**config.mk**
```make
export PLATFORM = sky130hd
export DESIGN_NAME = tsr_status_report
export DESIGN_NICKNAME = d
export VERILOG_FILES = /design/src/rtl/tsr_pkg.sv /design/src/rtl/tsr_status_report.sv
export VERILOG_INCLUDE_DIRS = /design/src /design/src/rtl
export SDC_FILE = /design/constraint.sdc
export NUM_CORES = 1
export LEC_CHECK = 0
export BUFFER_PORTS_ARGS = -buffer_cell sky130_fd_sc_hd__buf_4
export CORE_UTILIZATION = 29
export DETAILED_ROUTE_END_ITERATION = 8
export PLACE_DENSITY = 0.45
export SLEW_MARGIN = 20
export SYNTH_ARGS = -nofsm -noshare
export SYNTH_HDL_FRONTEND = slang
export SYNTH_SLANG_ARGS = --single-unit
export TNS_END_PERCENT = 30
```
**constraint.sdc**
```tcl
create_clock -name clock -period 3.25 [get_ports clock]
set_input_delay 0.325 -clock clock [delete_from_list [all_inputs] [get_ports clock]]
set_output_delay 0.325 -clock clock [all_outputs]
set_load 0.01 [all_outputs]
```
**src/rtl/tsr_defines.svh**
```systemverilog
// Bit positions, word counts and codes of the tape status report
`ifndef TSR_DEFINES_SVH
`define TSR_DEFINES_SVH
`define TSR_NUM_WORDS      6
`define TSR_W1_FILE_MARK   0
`define TSR_W1_LOAD_POINT  1
`define TSR_W1_END_TAPE    2
`define TSR_W1_SINGLE_TRK  3
`define TSR_W1_REJECT      4
`define TSR_W1_NO_RING     5
`define TSR_W1_UNRECOVERED 6
`define TSR_W1_ONLINE      7
`define TSR_W2_GCR         0
`define TSR_W2_UNK_DENS    1
`define TSR_W2_PARITY      2
`define TSR_W2_TIMING      3
`define TSR_W2_RUNAWAY     4
`define TSR_W2_DOOR        5
`define TSR_W2_TRANSP      6
`define TSR_W2_IMMED       7
`define TSR_W3_PE          0
`define TSR_W3_NRZI        1
`define TSR_W3_POWER       2
`define TSR_W3_CMD_PAR     3
`define TSR_W3_POS_LOST    4
`define TSR_W3_FORMATTER   5
`define TSR_W3_SERVO       6
`define TSR_W3_CTRL        7
`define TSR_W4_RETRY_LSB   3
`define TSR_W4_DETAIL_LSB  0
`define TSR_DET_NONE       3'h0
`define TSR_DET_DEVICE     3'h2
`define TSR_DET_PROTOCOL   3'h3
`define TSR_DET_PRIOR      3'h5
`define TSR_DET_SELFTEST   3'h7
`endif

```
**src/rtl/tsr_pkg.sv**
```systemverilog
// Types shared by the tape status report logic
package tsr_pkg;
  typedef struct packed {
    logic file_mark_flag;
    logic load_point_flag;
    logic end_of_tape_flag;
    logic single_track_error;
    logic unrecovered_error;
    logic no_write_ring;
    logic online;
    logic gcr_mode;
    logic unknown_density;
    logic parity_error;
    logic timing_error;
    logic tape_runaway;
    logic door_open;
    logic pe_mode;
    logic nrzi_mode;
    logic position_lost;
    logic formatter_error;
    logic servo_error;
    logic controller_error;
  } tsr_cond_t;

  typedef struct packed {
    logic reject;
    logic cmd_parity;
    logic power_restored;
    logic transparent;
  } tsr_event_t;

  typedef enum logic [1:0] {
    TSR_IDLE,
    TSR_SEND,
    TSR_WAIT
  } tsr_state_t;
endpackage : tsr_pkg

```
**src/rtl/tsr_status_report.sv**
```systemverilog
// Tape drive status report: assembles six status bytes and sends five, or all six in immediate report mode, to the host
//
// Functional notes
// - Word 1 bits 0-2 file mark, load point, END_OF_TAPE_FLAG.
// - Word 1 bit3 recovered, bit6 unrecovered error.
// - Word 1 bit4 reject, reason in word 4.
// - Word 1 bit5 no ring, bit7 online.
// - Word 2 bit0 GCR, bit1 unknown density.
// - Word 3 bit0 PE, bit1 NRZI.
// - Word 2 parity, timing, runaway bits 2-4.
// - Word 2 door, transparent, immediate mode bits.
// - Word 3 power, command parity, position lost.
// - Word 3 formatter, servo, controller errors.
// - Word 4 bits 3-7 retry count.
// - Word 4 bits 0-2 reject detail code.
// - Codes 010, 011, 101 refer to word 5.
// - 111 self-test; other codes no detail.
// - Word 5 carries binary specific error code.
// - Word 6 only in immediate report mode.
// - Word 6 counts commands since failed one.
`timescale 1ns/1ns
`include "tsr_defines.svh"

module tsr_status_report #(
  parameter int RETRY_W = 5                          // Width of retry count field
) (
  input  wire logic               clock,             // 100 MHz clock
  input  wire logic               reset,             // Synchronous, active high
  input  wire tsr_pkg::tsr_cond_t cond,              // Live drive conditions
  input  wire tsr_pkg::tsr_event_t evt,              // One-cycle error events
  input  wire logic               immediate_mode,    // Immediate report enabled
  input  wire logic [2:0]         reject_detail,     // Detail code with reject event
  input  wire logic [7:0]         error_code,        // Specific error code with event
  input  wire logic [RETRY_W-1:0] retry_count,       // Retries of last read/write
  input  wire logic               retry_valid,       // Read/write just finished
  input  wire logic               cmd_issued,        // Host issued a command
  input  wire logic               status_req,        // Host asks for a status report
  input  wire logic               byte_ack,          // Host took the current byte
  output logic [8:1]              dio,               // Data lines, bit 0 on line 8
  output logic                    byte_valid,        // Byte on dio is valid
  output logic                    report_done        // Pulse after last byte taken
);

  // ---------------------------------------------------------------
  // Latched events
  // ---------------------------------------------------------------
  tsr_pkg::tsr_event_t ev_q, ev_d;
  logic [2:0]          det_q, det_d;
  logic [7:0]          err_q, err_d;
  logic [RETRY_W-1:0]  retry_q, retry_d;
  logic [7:0]          cmd_cnt_q, cmd_cnt_d;
  logic                tracking_q, tracking_d;

  tsr_pkg::tsr_state_t state_q, state_d;
  logic [2:0]          idx_q, idx_d;
  logic [2:0]          last_idx;
  logic [7:0]          word [`TSR_NUM_WORDS];
  logic [7:0]          dio_d;
  logic                valid_d, done_d;
  logic                clear_evt;

  // Events are cleared once reported; a new event in that cycle still wins
  assign clear_evt = (state_q == tsr_pkg::TSR_WAIT) && byte_ack &&
                     (idx_q >= last_idx);

  // Set wins over the end-of-report clear
  always_comb
  begin
    ev_d = clear_evt ? '0 : ev_q;
    ev_d = ev_d | evt;
  end

  always_ff @(posedge clock)
  begin
    if (reset)
    begin
      ev_q <= '0;
    end
    else
    begin
      ev_q <= ev_d;
    end
  end

  // ---------------------------------------------------------------
  // Reject detail, error code and retry count
  // ---------------------------------------------------------------
  // Held until the next event replaces them; a report does not clear them
  always_comb
  begin
    det_d   = det_q;
    err_d   = err_q;
    retry_d = retry_q;
    if (evt.reject)
    begin
      det_d = reject_detail;
    end
    if (evt.reject || evt.transparent)
    begin
      err_d = error_code;
    end
    // Only the most recent read or write counts
    if (retry_valid)
    begin
      retry_d = retry_count;
    end
  end

  always_ff @(posedge clock)
  begin
    if (reset)
    begin
      det_q   <= `TSR_DET_NONE;
      err_q   <= 8'h00;
      retry_q <= '0;
    end
    else
    begin
      det_q   <= det_d;
      err_q   <= err_d;
      retry_q <= retry_d;
    end
  end

  // ---------------------------------------------------------------
  // Failed-command distance
  // ---------------------------------------------------------------
  // Restarts at the failure, counts later commands, saturates at 255
  always_comb
  begin
    tracking_d = tracking_q;
    cmd_cnt_d  = cmd_cnt_q;
    if (evt.transparent)
    begin
      tracking_d = 1'b1;
      cmd_cnt_d  = 8'h00;
    end
    else if (tracking_q && cmd_issued && cmd_cnt_q != 8'hff)
    begin
      cmd_cnt_d = cmd_cnt_q + 8'h01;
    end
    // Tracking stops with the report unless a new failure arrives
    if (clear_evt && !evt.transparent)
    begin
      tracking_d = 1'b0;
    end
  end

  always_ff @(posedge clock)
  begin
    if (reset)
    begin
      tracking_q <= 1'b0;
      cmd_cnt_q  <= 8'h00;
    end
    else
    begin
      tracking_q <= tracking_d;
      cmd_cnt_q  <= cmd_cnt_d;
    end
  end

  // ---------------------------------------------------------------
  // Status word assembly
  // ---------------------------------------------------------------
  // Live levels are taken as each byte is loaded, so a byte shows
  // the drive as it stood when that byte went out
  always_comb
  begin
    word[0] = 8'h00;
    word[0][`TSR_W1_FILE_MARK]   = cond.file_mark_flag;
    word[0][`TSR_W1_LOAD_POINT]  = cond.load_point_flag;
    word[0][`TSR_W1_END_TAPE]    = cond.end_of_tape_flag;
    word[0][`TSR_W1_SINGLE_TRK]  = cond.single_track_error;
    word[0][`TSR_W1_UNRECOVERED] = cond.unrecovered_error;
    word[0][`TSR_W1_REJECT]      = ev_q.reject;
    word[0][`TSR_W1_NO_RING]     = cond.no_write_ring;
    word[0][`TSR_W1_ONLINE]      = cond.online;

    word[1] = 8'h00;
    word[1][`TSR_W2_GCR]         = cond.gcr_mode;
    word[1][`TSR_W2_UNK_DENS]    = cond.unknown_density;
    word[1][`TSR_W2_PARITY]      = cond.parity_error;
    word[1][`TSR_W2_TIMING]      = cond.timing_error;
    word[1][`TSR_W2_RUNAWAY]     = cond.tape_runaway;
    word[1][`TSR_W2_DOOR]        = cond.door_open;
    word[1][`TSR_W2_TRANSP]      = ev_q.transparent;
    word[1][`TSR_W2_IMMED]       = immediate_mode;

    word[2] = 8'h00;
    word[2][`TSR_W3_PE]          = cond.pe_mode;
    word[2][`TSR_W3_NRZI]        = cond.nrzi_mode;
    word[2][`TSR_W3_POWER]       = ev_q.power_restored;
    word[2][`TSR_W3_CMD_PAR]     = ev_q.cmd_parity;
    word[2][`TSR_W3_POS_LOST]    = cond.position_lost;
    word[2][`TSR_W3_FORMATTER]   = cond.formatter_error;
    word[2][`TSR_W3_SERVO]       = cond.servo_error;
    word[2][`TSR_W3_CTRL]        = cond.controller_error;

    word[3] = 8'h00;
    word[3][`TSR_W4_RETRY_LSB +: RETRY_W]  = retry_q;
    // Codes 010/011/101 send the host to word 5; 111 is self-test failure
    word[3][`TSR_W4_DETAIL_LSB +: 3]       = det_q;
    word[4] = err_q;
    word[5] = cmd_cnt_q;
  end

  // ---------------------------------------------------------------
  // Report length
  // ---------------------------------------------------------------
  // Sixth byte only goes out in immediate report mode
  assign last_idx = immediate_mode ? 3'(`TSR_NUM_WORDS - 1)
                                   : 3'(`TSR_NUM_WORDS - 2);

  // ---------------------------------------------------------------
  // Word bit to data line mapping
  // ---------------------------------------------------------------
  logic [7:0]          cur_word;
  logic [8:1]          cur_lines;

  // Index stays within the six words; the end test uses >=
  assign cur_word = word[idx_q];

  // Bit 0 onto line 8, bit 7 onto line 1
  for (genvar b = 0; b < 8; b++)
  begin : g_line
    assign cur_lines[8 - b] = cur_word[b];
  end

  // ---------------------------------------------------------------
  // Byte transfer to host
  // ---------------------------------------------------------------
  // Two steps per byte: load it, then hold it until the host takes it
  always_comb
  begin
    state_d = state_q;
    idx_d   = idx_q;
    dio_d   = dio;
    valid_d = 1'b0;
    done_d  = 1'b0;
    case (state_q)
      tsr_pkg::TSR_IDLE:
      begin
        // A request while a report runs is never seen here
        if (status_req)
        begin
          idx_d   = 3'h0;
          state_d = tsr_pkg::TSR_SEND;
        end
      end
      tsr_pkg::TSR_SEND:
      begin
        dio_d   = cur_lines;
        valid_d = 1'b1;
        state_d = tsr_pkg::TSR_WAIT;
      end
      tsr_pkg::TSR_WAIT:
      begin
        valid_d = 1'b1;
        if (byte_ack)
        begin
          valid_d = 1'b0;
          // A mode drop after word five cannot run the index past the end
          if (idx_q >= last_idx)
          begin
            done_d  = 1'b1;
            state_d = tsr_pkg::TSR_IDLE;
          end
          else
          begin
            idx_d   = idx_q + 3'h1;
            state_d = tsr_pkg::TSR_SEND;
          end
        end
      end
      default:
      begin
        state_d = tsr_pkg::TSR_IDLE;
      end
    endcase
  end

  always_ff @(posedge clock)
  begin
    if (reset)
    begin
      state_q     <= tsr_pkg::TSR_IDLE;
      idx_q       <= 3'h0;
      dio         <= 8'h00;
      byte_valid  <= 1'b0;
      report_done <= 1'b0;
    end
    else
    begin
      state_q     <= state_d;
      idx_q       <= idx_d;
      dio         <= dio_d;
      byte_valid  <= valid_d;
      report_done <= done_d;
    end
  end

endmodule : tsr_status_report

```
==> flow_summary.json <==
{
  "grt_overflow_total": 0,
  "synth_fa_ha_area_share_pct": 4.47,
  "dr.pass1.iters": 4,
  "hold_path_class": "in2reg",
  "p_comb_share_pct": 27.6,
  "worst-path-stages": 6,
  "ys.flop_type": "dfxtp_1",
  "cts_setup_buffers": 0,
  "fmax_ghz": 0.469,
  "diodes": 0,
  "layout_common_cells": "buf_4, dfxtp_1, nor2_1",
  "synth_compound_area_share_pct": 16.0,
  "drc": 0,
  "crit_family": "simple AND/OR/NAND/NOR gates",
  "synth_xor_area_share_pct": 1.56,
  "cts_resized": 0,
  "setup_violations": 0,
  "hpwl_mm": 4.32,
  "layout-drive-gt1-share_pct": 30.7,
  "ff2ff_path_depth": 6,
  "worstPathCellList": "inv_1 -> ha_1 -> or3b_1 -> nand4_1 -> a21oi_1 -> nor2_1",
  "power.density_nw_per_um2": 545,
  "worst_clock_skew_ns": 0.00951,
  "leakage_nw": 1.17,
  "fillCellCount": 780,
  "relSlewSlack_pct": 41.5,
  "synth_enable_flop_cells": 0,
  "endpoint": "ev_q[1]",
  "cts.sinks": 44,
  "fin_crit_ns": 2.13,
  "worstSetupStartpointType": "register",
  "worstPathRequired_ns": 3.48,
  "postLayoutCoreUtil_pct": 38.1,
  "worst_r2r_endpoint": "ev_q[1]",
  "core_um2": 7370,
  "p_int_w": 0.00106,
  "syn_area_um2": 2240,
  "finalSetupTns_ns": 0,
  "startpoint": "idx_q[0]",
  "routabilityCongestion": 0.764,
  "root_buffer": "clkbuf_8",
  "min_from": "evt[2]",
  "vias_per_cell": 4.86,
  "final_common_cell": "buf_4",
  "htreeDepth": 2,
  "ios": 56,
  "clock_power_share_pct": 29.4,
  "first_iter_violations": 100,
  "postSynthCellCount": 243,
  "die_area_um2": 8080,
  "grt_max_degree": 41,
  "max-cap-violations": 0,
  "synthSimpleGateAreaFrac_pct": 15.5,
  "finalHoldViolCount": 0,
  "power.share.switching_pct": 30.4,
  "yosysWarnings": 0,
  "synthMuxAreaShare_pct": 17.9,
  "status": "complete, no violations",
  "synth.distinct_cells": 42,
  "period_share_pct": 65.6,
  "worst_slew_pin_slew_ns": 0.877,
  "worst_setup_path_end_kind": "register",
  "ys_seq_elements": 44,
  "path_max_fanout": 13,
  "clk_pin_slew_ns": 0.09,
  "track_usage_pct": 14.7,
  "totalWireLength_mm": 5.81,
  "grt_pass1_vias": 1801,
  "tritoncts": "done",
  "crit_path_max_incr_delay_ns": 0.71,
  "die_h_um": 89.9,
  "via_count": 1890,
  "ys_seq_area_share_pct": 39.3,
  "cts_max_path_buffers": 2,
  "crit_slowest_cell": "dfxtp_1",
  "whs_ns": 0.240,
  "fp-row-count": 31,
  "insertion_delay_ns": 0.30,
  "antenna_found_initial": 0,
  "avgRoutedWirePerCell_um": 14.9,
  "r2r_setup_slack_ns": 1.12,
  "io_buffer_count": 55,
  "async_flop_share_pct": 0,
  "seqPwrFrac_pct": 43.0,
  "critPathBufInv": 1,
  "layout.nets": 343,
  "critPathArrivalTime_ns": 2.36,
  "numCtsBuffers": 5,
  "syn_nets": 297,
  "ir_worst_vdd_mv": 0.149,
  "hold_buffers": 0,
  "synth_top_family_by_area": "multiplexers",
  "synth.avg_cell_area_um2": 9.22,
  "start_util_pct": 30.4,
  "dieWidth_um": 89.9,
  "antenna_left": 0,
  "r2r_start": "idx_q[0]",
  "critical_path_class": "reg2reg",
  "p_switching_w": 0.000464,
  "maxSlewViolCount": 0,
  "rsz0062_at_grt": "false",
  "grt_pass1_wl_mm": 9.36,
  "synthToLayoutAreaGrowth_pct": 25.2
}
-- synthesized netlist by cell type (2+ instances only) --
cell	number	share of area [%]
a211oi_1	9	3.0
a21oi_1	19	4.2
a222oi_1	8	3.6
and3_1	2	0.56
buf_2	4	0.89
buf_6	2	1.0
clkbuf_1	7	1.2
dfxtp_1	44	39
ha_1	8	4.5
inv_1	7	1.2
mux2_1	3	1.5
mux2_2	17	8.5
mux2_4	5	3.3
mux2i_1	10	4.5
nand2_1	14	2.3
nand3_1	5	1.1
nand4_1	4	1.1
nor2_1	36	6.0
nor2b_1	2	0.56
nor3_1	2	0.45
o211ai_1	2	0.67
o21ai_0	10	2.2
o32ai_1	2	0.78
xnor2_1	2	0.78
xor2_1	2	0.78
-- state kept, by name (all words and copies together) (netlist names) --
name / cells
byte_valid: 1
cmd_cnt_q: 8
det_q: 3
dio: 8
err_q: 8
ev_q: 4
idx_q: 3
report_done: 1
retry_q: 5
state_q: 2
tracking_q: 1
-- kinds of logic after synthesis --
family,after synthesis
simple gates,75
compound gates,54
flops,44
mux,35
buf+inv,23
fa+ha+maj,8
xor+xnor,4
-- metrics by stage --
step,power (W),setup WS (ns),instances,instance area [um2]
after floorplan,0.000926,1.52,243,2240
after global placement,0.00109,1.18,381,2690
after detailed placement,0.00109,1.14,381,2690
after CTS,0.00154,1.11,389,2810
after global routing,0.00162,0.958,389,2810
final,0.00153,1.12,389,2810
-- per-layer routing --
metal / up-vias / GRT usage (%) / part of all wire, %
li1: 969 / - / -
met1: 869 / 21.5 / 53
met2: 47 / 20.6 / 41
met3: 5 / 4.06 / 5.3
met4: 0 / 4.44 / 0.91
met5: - / 0 / 0
-- worst min-delay path, cell delays in order --
cell and delay (ns):
buf_4 0.08, a21oi_1 0.03, nor2_1 0.06
-- how the worst min path moves through the flow --
stage | endpoint | slack, ns | cells after the start
after floorplan | err_q[0] | 0.43 | 2
after global placement | err_q[0] | 0.45 | 2
after detailed placement | err_q[0] | 0.45 | 2
after CTS | ev_q[2] | 0.23 | 3
after global routing | det_q[2] | 0.25 | 3
final | ev_q[2] | 0.24 | 3
-- cell type report --
class / instances / area [um2] / area share [%]
tap: 99 / 124 / 4.41
timing repair buffer: 55 / 413 / 14.7
clock inverter: 2 / 38.8 / 1.38
clock buffer: 6 / 82.6 / 2.94
sequential: 44 / 881 / 31.4
multi-input combinational: 176 / 1240 / 44.2
inverter: 7 / 26.3 / 0.936
-- power by group through the flow --
stage,Clock (W),Sequential [W],Combinational (W)
finish,0.000449,0.000657,0.000422
global route,0.000479,0.000666,0.000474
CTS,0.000460,0.000657,0.000425
detailed placement,0,0.000669,0.000424
global placement,0,0.000670,0.000422
floorplan,0,0.000671,0.000255
No activity file was read; power rests on OpenSTA's default activity.
